`src/shared/tpw_defs.vh`:
```
// Register map, field positions and reset values of the PWM timer.
`ifndef TPW_DEFS_VH
`define TPW_DEFS_VH
`define TPW_ADDR_CTRL 8'h00
`define TPW_ADDR_OUT 8'h04
`define TPW_ADDR_IN 8'h08
`define TPW_ADDR_EDGE 8'h0c
`define TPW_ADDR_OPT 8'h10
`define TPW_ADDR_CNT 8'h14
`define TPW_ADDR_CMP0 8'h18
`define TPW_ADDR_CMP1 8'h1c
`define TPW_ADDR_CMP2 8'h20
`define TPW_ADDR_CMP3 8'h24
`define TPW_ADDR_STAT 8'h28
`define TPW_CTRL_RUN 7
`define TPW_CTRL_MODE_MSB 2
`define TPW_CTRL_MODE_LSB 0
`define TPW_MODE_PWM 3'h4
`define TPW_MODE_ONESHOT 3'h3
`define TPW_OUT_OE0 0
`define TPW_OUT_OL0 1
`define TPW_EDGE_EVT_MSB 3
`define TPW_EDGE_EVT_LSB 2
`define TPW_EDGE_TRG_MSB 1
`define TPW_EDGE_TRG_LSB 0
`define TPW_STAT_RUN 0
`define TPW_STAT_PEND 1
`define TPW_STAT_PWM_LSB 2
`define TPW_STAT_TOG 5
`define TPW_CTRL_RST 8'h00
`define TPW_OUT_RST 8'h00
`define TPW_IN_RST 8'h00
`define TPW_EDGE_RST 8'h00
`define TPW_OPT_RST 8'h00
`define TPW_CMP_RST 16'h0000
`define TPW_CNT_IDLE 16'hffff
`define TPW_CNT_ZERO 16'h0000
`define TPW_RD_ZERO 16'h0000
`endif

```
`src/verilog/tpw_chan.v`:
```
// One duty channel: compare shadow, PWM level and duty-match pulse.
`timescale 1ns/1ps
`default_nettype none
`include "tpw_defs.vh"
module tpw_chan (
  input wire sys_clk,
  input wire srst,
  input wire run,
  input wire clear,
  input wire load,
  input wire [15:0] duty_reg,
  input wire [15:0] cnt_next,
  input wire oe,
  input wire ol,
  output reg pin_q,
  output reg oe_q,
  output reg irq_q
);
  reg [15:0] sh_q;
  reg act_q;
  wire [15:0] sh_d;
  wire match;
  wire act_d;
  assign sh_d = load ? duty_reg : sh_q;
  // Judged on the next count so the pulse lands with the match.
  assign match = run & (cnt_next == sh_d);
  // A zero duty matches at the clear and wins; duty of period plus one
  // never matches, so the level stays active.
  assign act_d = !run ? 1'b0 : (match ? 1'b0 :
                 (clear ? 1'b1 : act_q));
  always @(posedge sys_clk) begin
    if (srst) begin
      sh_q <= `TPW_CMP_RST;
      act_q <= 1'b0;
      pin_q <= 1'b0;
      oe_q <= 1'b0;
      irq_q <= 1'b0;
    end else begin
      sh_q <= sh_d;
      act_q <= act_d;
      pin_q <= oe ? (act_d ^ ol) : 1'b0;
      oe_q <= oe;
      irq_q <= match;
    end
  end
endmodule // tpw_chan
`default_nettype wire

```
`src/verilog/tpw_count.v`:
```
// Period counter, period shadow, period-match pulse and toggle pin.
`timescale 1ns/1ps
`default_nettype none
`include "tpw_defs.vh"
module tpw_count (
  input wire sys_clk,
  input wire srst,
  input wire run,
  input wire load,
  input wire [15:0] period_reg,
  input wire oe0,
  input wire ol0,
  output wire [15:0] cnt_next,
  output wire clear,
  output wire wrap,
  output reg [15:0] cnt_q,
  output reg period_irq_q,
  output reg tog_pin_q
);
  reg running_q;
  reg [15:0] sh0_q;
  reg tog_q;
  wire tog_d;
  wire start;
  assign start = run & ~running_q;
  assign wrap = run & running_q & (cnt_q == sh0_q);
  assign clear = start | wrap;
  // Idle at all ones, step to zero on start, then count up.
  assign cnt_next = !run ? `TPW_CNT_IDLE :
                    clear ? `TPW_CNT_ZERO : cnt_q + 16'h0001;
  assign tog_d = !run ? ol0 : (clear ? ~tog_q : tog_q);
  always @(posedge sys_clk) begin
    if (srst) begin
      running_q <= 1'b0;
      cnt_q <= `TPW_CNT_IDLE;
      sh0_q <= `TPW_CMP_RST;
      tog_q <= 1'b0;
      period_irq_q <= 1'b0;
      tog_pin_q <= 1'b0;
    end else begin
      running_q <= run;
      cnt_q <= cnt_next;
      if (load) begin
        sh0_q <= period_reg;
      end
      tog_q <= tog_d;
      period_irq_q <= wrap;
      tog_pin_q <= oe0 ? tog_d : ol0;
    end
  end
endmodule // tpw_count
`default_nettype wire

```
`src/verilog/tpw_top.v`:
```
// PWM output mode of a four-channel 16-bit timer with its registers.
//
// How it works
// - Compare pulse of channels 1-3 comes in the match cycle, in PWM mode only.
// - Mode field value 100 selects PWM operation.
// - With run bit set in PWM mode, pins 1-3 carry PWM waveforms.
// - Pin 0 is a square wave, half period equal to PWM period.
// - Counter idles at FFFFH, steps to 0000H on start, then counts.
// - Active width equals the channel's compare value in count clocks.
// - Period is period value plus one; counter clears after matching it.
// - Compare writes during counting take effect only at counter clear.
// - Period-match pulse comes with the counter clearing to 0000H.
// - Duty-match pulse comes in the cycle counter equals the shadow.
// - Each of four pins has an enable bit: 0 off, 1 on.
// - Level bit of pins 1-3 picks polarity: 0 high, 1 low active.
// - Level bit of pin 0 picks its level while disabled.
// - Only event edge field matters; software keeps trigger bits zero. Here no edge bit, event or trigger, drives anything.
// - Counter readback returns the live counter value.
// - Input control and option registers have no effect here.
// - Only a channel-1 compare write arms the shadow transfer.
// - Zero duty gives steady inactive output; pulses still recur.
// - Duty of period plus one gives steady active output.
//
// Chosen here: the placing of the registers and strobed register access.
`timescale 1ns/1ps
`default_nettype none
`include "tpw_defs.vh"
module tpw_top (
  input wire sys_clk,
  input wire srst,
  input wire [7:0] addr,
  input wire [15:0] wr_data,
  input wire wr_stb,
  input wire rd_stb,
  output reg [15:0] rd_data,
  output wire [2:0] pwm_out_pin,
  output wire [2:0] pwm_out_oe,
  output wire toggle_out_pin,
  output wire period_match_irq,
  output wire [2:0] duty_match_irq
);
  // Software-visible registers.
  reg [7:0] ctrl_q;
  reg [7:0] output_control_q;
  reg [7:0] input_control_q;
  reg [7:0] edge_select_control_q;
  reg [7:0] option_control_q;
  reg [15:0] period_compare_q;
  reg [15:0] duty_compare_one_q;
  reg [15:0] duty_compare_two_q;
  reg [15:0] duty_compare_three_q;

  // Transfer of compare registers into the shadows.
  reg pend_q;
  reg pend_d;

  // Read path.
  reg [15:0] rd_d;

  // Decoded bus strobes.
  wire wr_ctrl;
  wire wr_out;
  wire wr_in;
  wire wr_edge;
  wire wr_opt;
  wire wr_cmp0;
  wire wr_cmp1;
  wire wr_cmp2;
  wire wr_cmp3;

  // Mode and run control.
  wire [2:0] operating_mode_field;
  wire count_run_bit;
  wire pwm_mode;
  wire run;

  // Counter side.
  wire [15:0] cnt_next;
  wire [15:0] cnt_q;
  wire clear;
  wire wrap;
  wire load;

  // Channel controls gathered into vectors for the generate loop, and the status word.
  wire [2:0] ch_oe;
  wire [2:0] ch_ol;
  wire [47:0] duty_vec;
  wire [7:0] status;

  assign wr_ctrl = wr_stb & (addr == `TPW_ADDR_CTRL);
  assign wr_out = wr_stb & (addr == `TPW_ADDR_OUT);
  assign wr_in = wr_stb & (addr == `TPW_ADDR_IN);
  assign wr_edge = wr_stb & (addr == `TPW_ADDR_EDGE);
  assign wr_opt = wr_stb & (addr == `TPW_ADDR_OPT);
  assign wr_cmp0 = wr_stb & (addr == `TPW_ADDR_CMP0);
  assign wr_cmp1 = wr_stb & (addr == `TPW_ADDR_CMP1);
  assign wr_cmp2 = wr_stb & (addr == `TPW_ADDR_CMP2);
  assign wr_cmp3 = wr_stb & (addr == `TPW_ADDR_CMP3);

  assign operating_mode_field =
    ctrl_q[`TPW_CTRL_MODE_MSB:`TPW_CTRL_MODE_LSB];
  assign count_run_bit = ctrl_q[`TPW_CTRL_RUN];
  assign pwm_mode = (operating_mode_field == `TPW_MODE_PWM);
  // Any other mode leaves the counter idle and all pins quiet. The
  // one-shot mode is not built here, so selecting it parks the counter
  // at all ones rather than waiting for a trigger.
  assign run = count_run_bit & pwm_mode;

  // While stopped the shadows follow the registers, so the first period
  // after start already uses fresh values. While running, only the clear
  // after a channel-1 write moves them.
  assign load = ~run | (wrap & pend_q);

  // Pin k of 1..3 uses bits 2k (enable) and 2k+1 (level).
  assign ch_oe = {output_control_q[6], output_control_q[4],
                  output_control_q[2]};
  assign ch_ol = {output_control_q[7], output_control_q[5],
                  output_control_q[3]};
  assign duty_vec = {duty_compare_three_q, duty_compare_two_q,
                     duty_compare_one_q};

  // Status word for polling, since the block has no interrupt logic of
  // its own beyond the match pulses: bit 0 running, bit 1 transfer
  // pending, bits 4:2 the PWM pins and bit 5 the toggle pin. Software
  // should see the pending bit fall before it rewrites any compare.
  assign status = {2'h0, toggle_out_pin, pwm_out_pin, pend_q, run};

  // Register writes. Input control and option are kept for readback
  // only and steer nothing in this mode.
  always @(posedge sys_clk) begin
    if (srst) begin
      ctrl_q <= `TPW_CTRL_RST;
      output_control_q <= `TPW_OUT_RST;
      input_control_q <= `TPW_IN_RST;
      edge_select_control_q <= `TPW_EDGE_RST;
      option_control_q <= `TPW_OPT_RST;
    end else begin
      if (wr_ctrl) begin
        ctrl_q <= wr_data[7:0];
      end
      if (wr_out) begin
        output_control_q <= wr_data[7:0];
      end
      if (wr_in) begin
        input_control_q <= wr_data[7:0];
      end
      // The trigger edge bits are stored but drive nothing; the event edge
      // field is stored as well and drives nothing either.
      if (wr_edge) begin
        edge_select_control_q <= wr_data[7:0];
      end
      if (wr_opt) begin
        option_control_q <= wr_data[7:0];
      end
    end
  end

  // Compare registers. Software is expected to write period and
  // channels 2 and 3 before channel 1, and not to write again until the
  // period match; a write that collides with a transfer leaves the
  // shadow with whatever value the register held that cycle.
  always @(posedge sys_clk) begin
    if (srst) begin
      period_compare_q <= `TPW_CMP_RST;
      duty_compare_one_q <= `TPW_CMP_RST;
      duty_compare_two_q <= `TPW_CMP_RST;
      duty_compare_three_q <= `TPW_CMP_RST;
    end else begin
      if (wr_cmp0) begin
        period_compare_q <= wr_data;
      end
      if (wr_cmp1) begin
        duty_compare_one_q <= wr_data;
      end
      if (wr_cmp2) begin
        duty_compare_two_q <= wr_data;
      end
      if (wr_cmp3) begin
        duty_compare_three_q <= wr_data;
      end
    end
  end

  // Transfer arming. A channel-1 write in the same cycle as the clear
  // keeps the request standing for the next clear.
  always @* begin
    pend_d = pend_q;
    if (!run) begin
      pend_d = 1'b0;
    end else if (wr_cmp1) begin
      pend_d = 1'b1;
    end else if (wrap) begin
      pend_d = 1'b0;
    end
  end

  always @(posedge sys_clk) begin
    if (srst) begin
      pend_q <= 1'b0;
    end else begin
      pend_q <= pend_d;
    end
  end

  // Read mux; unmapped addresses and the unused upper bits read zero.
  // The counter is read live, not latched, so the whole 16-bit word
  // comes in one access and no half-word pairing is needed.
  always @* begin
    rd_d = `TPW_RD_ZERO;
    case (addr)
      `TPW_ADDR_CTRL: begin
        rd_d = {8'h00, ctrl_q};
      end
      `TPW_ADDR_OUT: begin
        rd_d = {8'h00, output_control_q};
      end
      `TPW_ADDR_IN: begin
        rd_d = {8'h00, input_control_q};
      end
      `TPW_ADDR_EDGE: begin
        rd_d = {8'h00, edge_select_control_q};
      end
      `TPW_ADDR_OPT: begin
        rd_d = {8'h00, option_control_q};
      end
      `TPW_ADDR_CNT: begin
        rd_d = cnt_q;
      end
      `TPW_ADDR_CMP0: begin
        rd_d = period_compare_q;
      end
      `TPW_ADDR_CMP1: begin
        rd_d = duty_compare_one_q;
      end
      `TPW_ADDR_CMP2: begin
        rd_d = duty_compare_two_q;
      end
      `TPW_ADDR_CMP3: begin
        rd_d = duty_compare_three_q;
      end
      `TPW_ADDR_STAT: begin
        rd_d = {8'h00, status};
      end
      default: begin
        rd_d = `TPW_RD_ZERO;
      end
    endcase
  end

  // Read data stand for the single cycle after the strobe.
  always @(posedge sys_clk) begin
    if (srst) begin
      rd_data <= `TPW_RD_ZERO;
    end else if (rd_stb) begin
      rd_data <= rd_d;
    end else begin
      rd_data <= `TPW_RD_ZERO;
    end
  end

  // Pin 0 has its own enable and level bits but no duty channel; the
  // counter block owns it because it only changes at a clear.
  tpw_count u_count (
    .sys_clk(sys_clk),
    .srst(srst),
    .run(run),
    .load(load),
    .period_reg(period_compare_q),
    .oe0(output_control_q[`TPW_OUT_OE0]),
    .ol0(output_control_q[`TPW_OUT_OL0]),
    .cnt_next(cnt_next),
    .clear(clear),
    .wrap(wrap),
    .cnt_q(cnt_q),
    .period_irq_q(period_match_irq),
    .tog_pin_q(toggle_out_pin)
  );

  // Channels share the counter's next value so that each duty match
  // lands in the same cycle in which the counter shows it.
  genvar k;
  generate
    for (k = 0; k < 3; k = k + 1) begin : g_chan
      tpw_chan u_chan (
        .sys_clk(sys_clk),
        .srst(srst),
        .run(run),
        .clear(clear),
        .load(load),
        .duty_reg(duty_vec[16*k+15:16*k]),
        .cnt_next(cnt_next),
        .oe(ch_oe[k]),
        .ol(ch_ol[k]),
        .pin_q(pwm_out_pin[k]),
        .oe_q(pwm_out_oe[k]),
        .irq_q(duty_match_irq[k])
      );
    end
  endgenerate
endmodule // tpw_top
`default_nettype wire
```
`config.mk`:
```
export PLATFORM = sky130hd
export DESIGN_NAME = tpw_top
export DESIGN_NICKNAME = d
export VERILOG_FILES = /design/src/verilog/tpw_chan.v /design/src/verilog/tpw_count.v /design/src/verilog/tpw_top.v
export VERILOG_INCLUDE_DIRS = /design/src /design/src/shared
export SDC_FILE = /design/constraint.sdc
export NUM_CORES = 1
export LEC_CHECK = 0
export ABC_AREA = 0
export BUFFER_PORTS_ARGS = -buffer_cell sky130_fd_sc_hd__buf_2
export CORE_MARGIN = 2
export CORE_UTILIZATION = 55
export CTS_BUF_LIST = sky130_fd_sc_hd__clkbuf_8 sky130_fd_sc_hd__clkbuf_16
export DETAILED_ROUTE_END_ITERATION = 6
export MAX_ROUTING_LAYER = met4
export PLACE_DENSITY = 0.73
export SYNTH_ARGS = -nofsm -noshare
export SYNTH_HDL_FRONTEND = slang
export SYNTH_HIERARCHICAL = 1
export SYNTH_SLANG_ARGS = --single-unit
```
`constraint.sdc`:
```
create_clock -name sys_clk -period 9.6 [get_ports sys_clk]
set_clock_uncertainty 0.2 [all_clocks]
set_input_delay 2.4 -clock sys_clk [delete_from_list [all_inputs] [get_ports sys_clk]]
set_output_delay 2.4 -clock sys_clk [all_outputs]
set_load 0.05 [all_outputs]
```
# After elaboration in Yosys (flattened, before gate mapping)
# Cells that the tools add are included.
# word_totals
output_inout_bits	27
elab_cells	104
inputBits	28
regBits	217
# op_classes
add_sub_neg	1
muxes	20
bitwise	29
n_reduce_logical	7
eq_ne	15
# op_table
cell	n
$pmux 16 s11	1
$mux 16	5
$eq 16x16->1	4
$eq 8x5->1 const B	4
$eq 8x6->1 const B	3
$and 1x1->1	17
$add 16x1->16 const B	1
$eq 8x4->1 const B	2
$mux 1	14
$reduce_or 2->1	5
$eq 8x3->1 const B	1
$logic_not 8->1	1
$not 1->1	7
$eq 3x3->1 const B	1
$xor 1x1->1	3
$or 1x1->1	2
$reduce_bool 2->1	1

# Longest topological paths before layout
# Gate-level depths: netlist of run 1.
# logic_depth
depth_word	12
ltp_mapped	15
ltp_nobuf	12

# By module
# The synthesis of run 1 kept the hierarchy.
# modules_own_cells
module	instances	cells_per_inst	seq_area_each_um2	area_per_inst_um2
tpw_top	1	569	2422.3	5313.8
tpw_chan	3	91	400.4	953.4
tpw_count	1	197	720.7	1750.4

# Least setup slack after synthesis of run 1
# Ideal clock, no wire load.
# synth_path
kind	input to register
start	input port addr[7]
end	register input_control_q[0]
t_arrival_ns	3.898
cell_stages	5
setup_time_ns	0.128
n_path_buf	1
setup_slack_ns	5.375
required_time_ns	9.272
path_cell_list	buf_2 or4b_4 nor4_4 mux2i_1 nor2_1
# synth_between
elab_chain_len	2
# synth_rtl
item	line_no	source
start, declared	tpw_top.v:31	input wire [7:0] addr,
$eq 8x4->1	-	
$and 1x1->1	tpw_top.v:92	assign wr_in = wr_stb & (addr == `TPW_ADDR_IN);
end signal, assigned	tpw_top.v:134	input_control_q <= `TPW_IN_RST;
end signal, assigned	tpw_top.v:145	input_control_q <= wr_data[7:0];
end, declared	tpw_top.v:45	reg [7:0] input_control_q;
# No other way between the ends.
# A chain may end at the register's enable or synchronous reset.

# Worst setup path in the final report of run 1
# layout_path
start	register u_count.cnt_q[6]
end	register g_chan[0].u_chan.pin_q
# layout_between
elab_chain_len	10
elab_cells_between_ends	15
cone_classes	add/sub (1); eq/ne (2); mux (6); bitwise (6)
# layout_rtl
item	line_no	source
start, declared	tpw_count.v:16	output reg [15:0] cnt_q,
start signal, assigned	tpw_count.v:35	cnt_q <= `TPW_CNT_IDLE;
start signal, assigned	tpw_count.v:42	cnt_q <= cnt_next;
$eq 16x16->1	tpw_count.v:26	assign wrap = run & running_q & (cnt_q == sh0_q);
$and 1x1->1	tpw_count.v:26	
net wrap	tpw_top.v:81	wire wrap;
$and 1x1->1	tpw_top.v:112	assign load = ~run | (wrap & pend_q);
$or 1x1->1	tpw_top.v:112	
net load	tpw_top.v:82	wire load;
$mux 16	tpw_chan.v:24	assign sh_d = load ? duty_reg : sh_q;
$eq 16x16->1	tpw_chan.v:26	assign match = run & (cnt_next == sh_d);
$and 1x1->1	tpw_chan.v:26	
$mux 1 (2 in series)	tpw_chan.v:29	assign act_d = !run ? 1'b0 : (match ? 1'b0 :
$xor 1x1->1	tpw_chan.v:41	pin_q <= oe ? (act_d ^ ol) : 1'b0;
end signal, assigned	tpw_chan.v:41	
end, declared	tpw_chan.v:15	output reg pin_q,
# The timed path passes the listed nets, and every way through them passes these cells.

==> flow_summary_export.csv, run 1 <==
group,metric,value,unit
sta,fin_crit_sh,0.490,
synthesis,yosysMostFrequentCell,"dfxtp_1",
synthesis,yosysSeqAreaShare,0.438,
sta,rsz0062_at_grt,"no",
final_layout,drive_gt1_frac,0.143,
drt,drt_iter0_markers,671,
synthesis,synth_area_per_cell,9.55,µm²
final_layout,antennaDiodeCount,0,
floorplan,start_util,0.556,
power_and_ir_drop,ir_drop,0.000160,V
synthesis,ys_ff_latch,217,
drt,wl,26500,µm
cts,post_cts_resized,0,
power_and_ir_drop,p_per_area,164,nW/µm²
synthesis,synthTopCellsByArea,"dfxtp_1 (44%), mux2i_1 (13%), nor2_1 (5.9%)",
sta,min_period,4700,ps
worst_hold_path,hold_path_class,"flip-flop to flip-flop",
placed_design,port_buffers,54,
cts,h-tree-depth,1,
synthesis,yosysUniqueCellTypes,61,
worst_setup_path,worstPathCellList,"xor2_1 -> nor4_4 -> nand4_4 -> nor3_1 -> nand2_1 -> nand2_4 -> buf_4 -> mux2i_1 -> nand3b_1 -> a2111oi_0 -> and4_1 -> o211ai_1 -> o31ai_1",
cts,cts_buffers,23,
sta,finalHoldViolations,0,
floorplan,ios,55,
sta,worst_pin_slew,943,ps
status,status,"finished, final reports clean",
floorplan,std_cell_rows,49,
global_route,grt_max_degree,102,
sta,drv_slew,0,
global_route,grtUsageMet1,0.373,
global_route,grt_overflow,0,
drt,drc,0,
synthesis,syn_inst,1039,
job,maxCapViolations,0,
worst_setup_path,end_kind,"flip-flop",
global_route,grt_pass1_wl,41400,µm
synthesis,ys_async_sr_fraction,0,
worst_setup_path,max_stage_delay,710,ps
global_route,globalRoute.busiestLayer,"met2",
worst_setup_path,crit_fanout,43,
floorplan,core,17800,µm²
floorplan,die_x,138,µm
synthesis,synth.top_cells.by_count,"dfxtp_1 (217), nor2_1 (156), mux2i_1 (131)",
worst_setup_path,cp_slowest_cell,"buf_4",
drt,wl_per_cell,20.4,µm
sta,slew_headroom,0.372,
floorplan,fp.dieArea,19100,µm²
floorplan,die_h,138,µm
worst_setup_path,path_class,"flip-flop to flip-flop",
sta,final.setup.tns,0,ps
drt,antenna_left,0,
final_layout,syn2layout_area_growth,10.1,%
sta,timing.hold.ws,273,ps
synthesis,yosysTopAreaCell,"dfxtp_1",
final_layout,fin_util,0.613,
cts,post-cts-setup-buffer-count,0,
power_and_ir_drop,power_leakage,4.53,nW
synthesis,synth_edf_count,0,
worst_setup_path,required,9820,ps
sta,setup_viol,0,
synthesis,syn_area,9920,µm²
cts,clockRootBuffer,"clkbuf_16",
global_route,gr-usage-all-layers,0.278,
worst_setup_path,startpoint_type,"flip-flop",
synthesis,synth_flop_cell,"dfxtp_1",
cts,cts_sinks,217,
global_route,grt_pass1_vias,7328,
global_route,use_met3,0.0294,
cts,postCtsHoldBufs,0,
drt,vias_per_cell,6.00,
cts,clockBufferDepth,3,
worst_setup_path,cp.arrival,4930,ps
final_layout,final_nets,1087,
cts,clkLatencyLatePin,510,ps
cts,tritoncts,"yes",
synthesis,synth_warnings,6,
global_route,antenna_found_initial,0,
drt,drtPass1Iterations,5,
sta,fmax,213,MHz
synthesis,synth_fp_nets,1068,
cts,path_clk_slew,60,ps
placed_design,gp_congestion,0.934,
synthesis,synth.top_cell.area_share,0.438,
global_route,groute.layer.met2.usage,0.435,
drt,vias,7800,
placed_design,dp_hpwl,18300,µm
[per-layer routing]
| metal | share of wire | routed length [µm] | vias to the layer above |
|---|---|---|---|
| met5 | 0 | 0 | - |
| met4 | 0.042 | 1120 | 0 |
| met3 | 0.054 | 1420 | 64 |
| met2 | 0.46 | 12200 | 278 |
| met1 | 0.44 | 11800 | 3764 |
| li1 | - | - | 3694 |
[worst paths after layout]
kind | cells past startpoint | to | slack (ps) | start
worst max-delay path | 13 | g_chan[0].u_chan/pin_q | 4900 | u_count/cnt_q[6]
worst min register to register | 2 | duty_compare_three_q[15] | 270 | duty_compare_three_q[15]
worst max register to register | 13 | g_chan[0].u_chan/pin_q | 4900 | u_count/cnt_q[6]
worst min-delay path | 2 | duty_compare_three_q[15] | 270 | duty_compare_three_q[15]
[final cells by class]
class | count | area (µm²)
Clock buffer | 29 | 658
Fill cell | 1498 | 6910
Sequential cell | 217 | 4340
Multi-Input combinational cell | 742 | 5190
Timing Repair Buffer | 69 | 389
Tap cell | 229 | 287
Inverter | 5 | 18.8
Clock inverter | 9 | 42.5
[cell families after synthesis]
kind of cell               share of synthesized area
and+or+nand+nor                                0.173
DFF                                            0.438
muxes                                          0.184
AOI/OAI and AO/OA                             0.0953
buffers and inverters                         0.0407
xor gates and xnor gates                      0.0688
adders and majority gates                    0.00126
[stage by stage]
| step | instance area, µm² | std cells | power [mW] | worst slack [ps] |
|---|---|---|---|---|
| 5_1_grt | 10900 | 1300 | 1.84 | 4560 |
| 4_1_cts | 10900 | 1300 | 1.80 | 4910 |
| 3_3_place_gp | 10200 | 1262 | 0.980 | 4900 |
| 3_5_place_dp | 10200 | 1262 | 0.980 | 4890 |
| 2_1_floorplan | 9920 | 1039 | 0.959 | 5370 |
| 6_report | 10900 | 1300 | 1.79 | 4900 |
[sequential cells by signal, summed over array words and instances, names as in the netlist, 16 cells and up]
signal,cells
g_chan.u_chan/sh_q,48
duty_compare_one_q,16
duty_compare_three_q,16
duty_compare_two_q,16
period_compare_q,16
rd_data,16
u_count/cnt_q,16
u_count/sh0_q,16
[cells in the final DEF, fill, tap and decap left out, types with 5 or more instances in the layout]
cell type  Yosys  final
xnor2_1       60     60
clkbuf_8       0      6
mux4_2         6      6
mux2i_1      131    131
nand4_1        8      8
mux2_2        15     15
nand2b_1       5      5
clkbuf_16      0     23
o22a_1         8      8
nor3_1        13     13
nand3_1       17     17
o21ai_0       26     26
mux2i_2       15     15
o21ai_1       10     10
nor4b_2        4      5
inv_1          5     10
nand2_1       79     78
buf_2         19     53
nand3b_1       7      7
nor4_1        25     25
xor2_1        18     18
dfxtp_1      217    217
a22oi_1       28     28
a22o_1         8      8
nor2_1       156    156
buf_4          0     15
a21oi_1       39     39
[worst max-delay path, delay by kind of cell (launching register included)]
family                    cells  cell delay (ps)
AOI/OAI and AO/OA             3              660
xor gates and xnor gates      1              190
buffers and inverters         1              710
DFF                           1              500
muxes                         1              450
and+or+nand+nor               7             1860
[where the power goes]
| part | switching (mW) | internal, mW |
|---|---|---|
| registers | 0.000551 | 0.901 |
| clock network | 0.350 | 0.479 |
| logic | 0.0435 | 0.0157 |
| total | 0.394 | 1.40 |
Power figures use the tool's default switching activity.
==> inputs of run 2 (changes only) <==
PLACE_DENSITY = 0.76   (was 0.73)
clock period = 4 ns   (was 9.6 ns; I/O delays follow)
==> run 2 against run 1 <==
Net effect:
- utilization increased by 1.1 points
- count of clock-buffer cells in the layout is 3 lower
- setup slack got worse by 4600 ps
- fmax grew 28%
- worst hold slack better by 2.5 ps
- global-route usage grew 1.4 points
- via count is 2.2% higher
- critical path type unchanged
- critical endpoint unchanged
==> flow_summary_export.csv, run 2 (synthesized netlist as in run 1, its figures left out) <==
group,metric,value,unit
status,status,"finished, final reports clean",
floorplan,die_h,138,µm
worst_setup_path,required,4220,ps
final_layout,final_common_cell,"dfxtp_1",
global_route,grt_pass1_vias,7365,
final_layout,num-fill-cells,1508,
cts,clockRootBuffer,"clkbuf_16",
final_layout,antennaDiodeCount,0,
final_layout,largest_register_ffs,48,
power_and_ir_drop,total_power,4.37,mW
worst_setup_path,r2r_cells,13,
drt,vias,7973,
final_layout,syn2layout_area_growth,12.0,%
global_route,gr-usage-all-layers,0.292,
floorplan,ios,55,
worst_setup_path,worstPathCellList,"xor2_1 -> nor4_4 -> nand4_4 -> nor3_1 -> nand2_1 -> nand2_8 -> buf_12 -> mux2i_1 -> xnor2_1 -> a2111oi_0 -> and4_1 -> o211ai_1 -> o31ai_1",
cts,cts_buffers,23,
global_route,grt_pass1_wl,42900,µm
sta,rsz0062_at_grt,"no",
final_layout,final_nets,1107,
worst_setup_path,worstSetupStartpoint,"u_count/cnt_q[6]",
cts,postCtsHoldBufs,0,
drt,antenna_left,0,
worst_setup_path,max_stage_delay,460,ps
drt,wl,27900,µm
worst_setup_path,crit_buf_inv,1,
sta,slew_headroom,0.439,
final_layout,finalInstanceArea,11100,µm²
final_layout,drive_gt1_frac,0.161,
cts,clkLatencyLatePin,530,ps
drt,drt_iter0_markers,826,
sta,setup_viol,0,
global_route,grt_overflow,0,
floorplan,std_cell_rows,49,
drt,drc,0,
final_layout,final_cell_mix,"dfxtp_1 (217), nor2_1 (156), mux2i_1 (131)",
worst_hold_path,hold_path_class,"flip-flop to flip-flop",
cts,path_clk_slew,60,ps
placed_design,gp_congestion,0.977,
drt,wl_per_cell,21.1,µm
placed_design,port_buffers,54,
worst_setup_path,crit_family,"simple AND/OR/NAND/NOR gates",
sta,fmax,272,MHz
drt,vias_per_cell,6.03,
cts,h-tree-depth,1,
sta,final.setup.tns,0,ps
floorplan,die_x,138,µm
global_route,antenna_found_initial,0,
worst_setup_path,regToRegStartpoint,"u_count/cnt_q[6]",
power_and_ir_drop,ir_drop,0.000400,V
floorplan,fp.dieArea,19100,µm²
placed_design,postPlaceCellArea,10400,µm²
worst_setup_path,crit_cells,13,
worst_setup_path,end_kind,"flip-flop",
worst_setup_path,startpoint_type,"flip-flop",
final_layout,multiInputGateArea,5200,µm²
job,maxCapViolations,0,
worst_setup_path,reg2reg_slack,320,ps
sta,finalHoldViolations,0,
sta,worst_pin_slew,832,ps
global_route,grt_max_degree,68,
drt,drtPass1Iterations,7,
worst_setup_path,r2r-end,"g_chan[0].u_chan/pin_q",
worst_setup_path,cp.arrival,3900,ps
worst_setup_path,endpoint,"g_chan[0].u_chan/pin_q",
floorplan,start_util,0.556,
floorplan,core,17800,µm²
power_and_ir_drop,p_per_area,393,nW/µm²
worst_setup_path,cp_slowest_cell,"dfxtp_1",
sta,min_period,3680,ps
cts,tritoncts,"yes",
power_and_ir_drop,power_leakage,4.64,nW
cts,cts_sinks,217,
final_layout,regMostFlops,"g_chan.u_chan/sh_q",
final_layout,ff_latch_area,4340,µm²
placed_design,dp_hpwl,19500,µm
cts,clockBufferDepth,3,
worst_setup_path,crit_fanout,24,
worst_hold_path,holdPathStages,2,
sta,drv_slew,0,
worst_setup_path,path_class,"flip-flop to flip-flop",
sta,fin_crit_sh,0.919,
run 2: worst min-delay path by stage:
stage / start / to / slack (ps)
finish: duty_compare_three_q[14] / duty_compare_three_q[14] / 280
global route: duty_compare_two_q[1] / duty_compare_two_q[1] / 290
CTS: duty_compare_two_q[15] / duty_compare_two_q[15] / 270
detailed placement: duty_compare_three_q[14] / duty_compare_three_q[14] / 260
global placement: duty_compare_two_q[15] / duty_compare_two_q[15] / 260
floorplan: duty_compare_two_q[5] / duty_compare_two_q[5] / 240
run 2: per-stage QoR:
stage	utilization	setup slack, ps	std cells	hold WS [ps]
floorplan	-	891	1039	241
global placement	0.582	416	1282	260
detailed placement	0.582	334	1282	264
CTS	0.623	325	1323	274
global route	0.623	27.8	1323	294
finish	0.623	323	1323	275
run 2: layout make-up:
class | instances | share of cell area
Sequential cell | 217 | 0.391
Clock buffer | 26 | 0.0555
Inverter | 5 | 0.00169
Tap cell | 229 | 0.0258
Timing Repair Buffer | 89 | 0.0496
Multi-Input combinational cell | 742 | 0.468
Clock inverter | 15 | 0.00923
run 2: routing by layer:
layer / vias up / wire length [µm] / global-route usage / share of wire
li1: 3733 / - / - / -
met5: - / 0 / - / 0
met4: 0 / 1090 / 0.102 / 0.039
met2: 334 / 12700 / 0.452 / 0.46
met3: 73 / 1980 / 0.0391 / 0.071
met1: 3833 / 12100 / 0.395 / 0.43
run 2: worst register-to-register path, cell delays in order (launching register included):
cell,delay (ps)
dfxtp_1,460
xor2_1,150
nor4_4,320
nand4_4,200
nor3_1,270
nand2_1,170
nand2_8,260
buf_12,250
mux2i_1,290
xnor2_1,130
a2111oi_0,360
and4_1,300
o211ai_1,110
o31ai_1,100
run 2: power by group:
group / switching, mW / total, mW / internal (mW)
sequential: 0.00144 / 2.16 / 2.16
clock: 0.889 / 2.06 / 1.17
combinational: 0.110 / 0.151 / 0.0413
run 2: timing repair:
item,CTS,global route
setup endpoints to repair,0,2
gates resized for setup,0,1
setup buffers,0,0
==> inputs of run 3 (changes only) <==
CTS_BUF_LIST = not set   (was sky130_fd_sc_hd__clkbuf_8 sky130_fd_sc_hd__clkbuf_16)
REMOVE_ABC_BUFFERS = 1   (was not set)
==> run 3 against run 2 <==
Net effect:
- design area down 0.17%
- sequential cell count unchanged
- clock power about the same
- sequential power about the same
- utilization down 0.11 points
- register-to-register slack worse by 40 ps
- worst hold slack better by 3.8 ps
- setup slack worse by 43 ps
- combinational power about the same
- via count down 1.2%
- first-iteration DRC count down 24%
- wire length down 2.9%
- critical path type unchanged
==> flow_summary_export.csv, run 3 (synthesized netlist as in run 1, its figures left out) <==
group,metric,value,unit
power_and_ir_drop,power_leakage,4.60,nW
worst_hold_path,holdPathStages,2,
sta,min_period,3720,ps
sta,finalHoldViolations,0,
global_route,grt_overflow,0,
worst_setup_path,path_class,"flip-flop to flip-flop",
power_and_ir_drop,share_comb_of_total_power,0.034,
final_layout,num-fill-cells,1489,
final_layout,syn2layout_area_growth,11.9,%
global_route,globalRoute.busiestLayer,"met2",
placed_design,dp_slack,263,ps
floorplan,core,17800,µm²
power_and_ir_drop,switchingPower,0.953,mW
drt,wl_per_cell,20.6,µm
final_layout,finalInstanceArea,11100,µm²
global_route,groute.layer.met2.usage,0.440,
sta,rsz0062_at_grt,"no",
cts,cts_buffers,23,
worst_setup_path,r2r-end,"g_chan[1].u_chan/pin_q",
sta,timing.hold.ws,279,ps
power_and_ir_drop,p_per_area,393,nW/µm²
placed_design,dp_cells,1280,
global_route,antenna_found_initial,0,
worst_setup_path,reg2reg_slack,280,ps
worst_setup_path,end_kind,"flip-flop",
drt,antenna_left,0,
placed_design,gp_congestion,0.967,
power_and_ir_drop,ir_drop,0.000407,V
sta,slew_headroom,0.453,
sta,worst_slack,280,ps
sta,fmax,269,MHz
final_layout,regMostFlops,"g_chan.u_chan/sh_q",
final_layout,final_cell_mix,"dfxtp_1 (217), nor2_1 (156), mux2i_1 (131)",
drt,drt_iter0_markers,624,
global_route,grt_pass1_wl,42200,µm
cts,post-cts-setup-buffer-count,0,
final_layout,fin_util,0.622,
cts,clkLatencyLatePin,510,ps
sta,worst_pin_slew,812,ps
power_and_ir_drop,pwr-share-seq,0.496,
final_layout,final_nets,1105,
drt,drc,0,
status,status,"finished, final reports clean",
sta,setup_viol,0,
worst_setup_path,r2r_cells,13,
cts,h-tree-depth,1,
worst_setup_path,regToRegStartpoint,"u_count/cnt_q[6]",
final_layout,drive_gt1_frac,0.154,
cts,path_clk_slew,60,ps
cts,clockRootBuffer,"clkbuf_16",
drt,drtPass1Iterations,5,
power_and_ir_drop,p_int,3.41,mW
cts,tritoncts,"yes",
global_route,use_met3,0.0388,
global_route,grt_pass1_vias,7356,
floorplan,fp.dieArea,19100,µm²
worst_setup_path,crit_fanout,19,
floorplan,std_cell_rows,49,
final_layout,fin_cells,1318,
final_layout,antennaDiodeCount,0,
global_route,grtUsageMet1,0.388,
worst_setup_path,cp.arrival,3950,ps
sta,fin_crit_sh,0.930,
worst_hold_path,holdPathEnd,"duty_compare_three_q[4]",
placed_design,port_buffers,54,
final_layout,largest_register_ffs,48,
global_route,grt_max_degree,87,
placed_design,postPlaceCellArea,10400,µm²
power_and_ir_drop,swShare,0.219,
floorplan,die_h,138,µm
placed_design,dp_hpwl,19200,µm
worst_setup_path,startpoint_type,"flip-flop",
worst_hold_path,hold_path_class,"flip-flop to flip-flop",
drt,wl,27100,µm
job,maxCapViolations,0,
sta,drv_slew,0,
floorplan,ios,55,
final_layout,final_common_cell,"dfxtp_1",
cts,clockBufferDepth,3,
power_and_ir_drop,p_clk_frac,0.470,
floorplan,start_util,0.556,
worst_setup_path,required,4230,ps
drt,vias_per_cell,5.98,
floorplan,die_x,138,µm
cts,cts_sinks,217,
worst_hold_path,min_from,"duty_compare_three_q[4]",
drt,vias,7879,
global_route,gr-usage-all-layers,0.285,
## run 3: what timing repair did
item | in CTS | in global routing
gates resized for setup | 0 | 1
hold buffers | 0 | 0
endpoints found under the setup margin | 0 | 3
## run 3: per-stage QoR
stage	total power [mW]	setup TNS, ps
after CTS	4.38	0
after floorplan	2.25	-36540
after detailed placement	2.36	0
after global placement	2.36	0
final	4.36	0
after global routing	4.48	0
## run 3: power by group through the flow
| stage | Sequential [mW] | Clock (mW) | Combinational (mW) |
|---|---|---|---|
| global route | 2.16 | 2.16 | 0.155 |
| CTS | 2.16 | 2.08 | 0.145 |
| global placement | 2.21 | 0 | 0.144 |
| finish | 2.16 | 2.05 | 0.148 |
| floorplan | 2.21 | 0 | 0.0387 |
| detailed placement | 2.21 | 0 | 0.144 |
## run 3: worst max-delay path by stage
stage / from / endpoint / slack, ps / depth (start not counted)
final: u_count/cnt_q[6] / g_chan[1].u_chan/pin_q / 280 / 13
after floorplan: ctrl_q[1] / g_chan[0].u_chan/pin_q / -1390 / 12
after CTS: u_count/cnt_q[6] / g_chan[1].u_chan/pin_q / 230 / 13
after global routing: u_count/cnt_q[6] / g_chan[0].u_chan/pin_q / 20 / 13
after detailed placement: u_count/cnt_q[6] / g_chan[1].u_chan/pin_q / 260 / 13
after global placement: u_count/cnt_q[6] / g_chan[0].u_chan/pin_q / 380 / 13
## run 3: layout make-up
type / instances / area [µm²] / area share
inverter: 5 / 18.8 / 0.00169
tap: 229 / 287 / 0.0258
clock inverter: 6 / 83.8 / 0.00755
multi-input combinational: 742 / 5200 / 0.468
sequential: 217 / 4340 / 0.391
timing repair buffer: 87 / 549 / 0.0495
clock buffer: 32 / 619 / 0.0558
## run 3: metal layers
layer  vias to the layer above  part of all wire
met5                         -                 0
met4                         0             0.036
met3                        63             0.064
met2                       313              0.45
met1                      3782              0.45
li1                       3721                 -
## run 3: critical path, cell delays in order (launching register included)
cell	delay [ps]
dfxtp_1	490
xor2_1	160
nor4_4	330
nand4_4	200
nor3_1	300
nand2_1	190
nand2_8	250
buf_4	250
mux2i_1	290
xnor2_1	110
a2111oi_0	380
and4_1	300
o211ai_1	100
o31ai_1	80
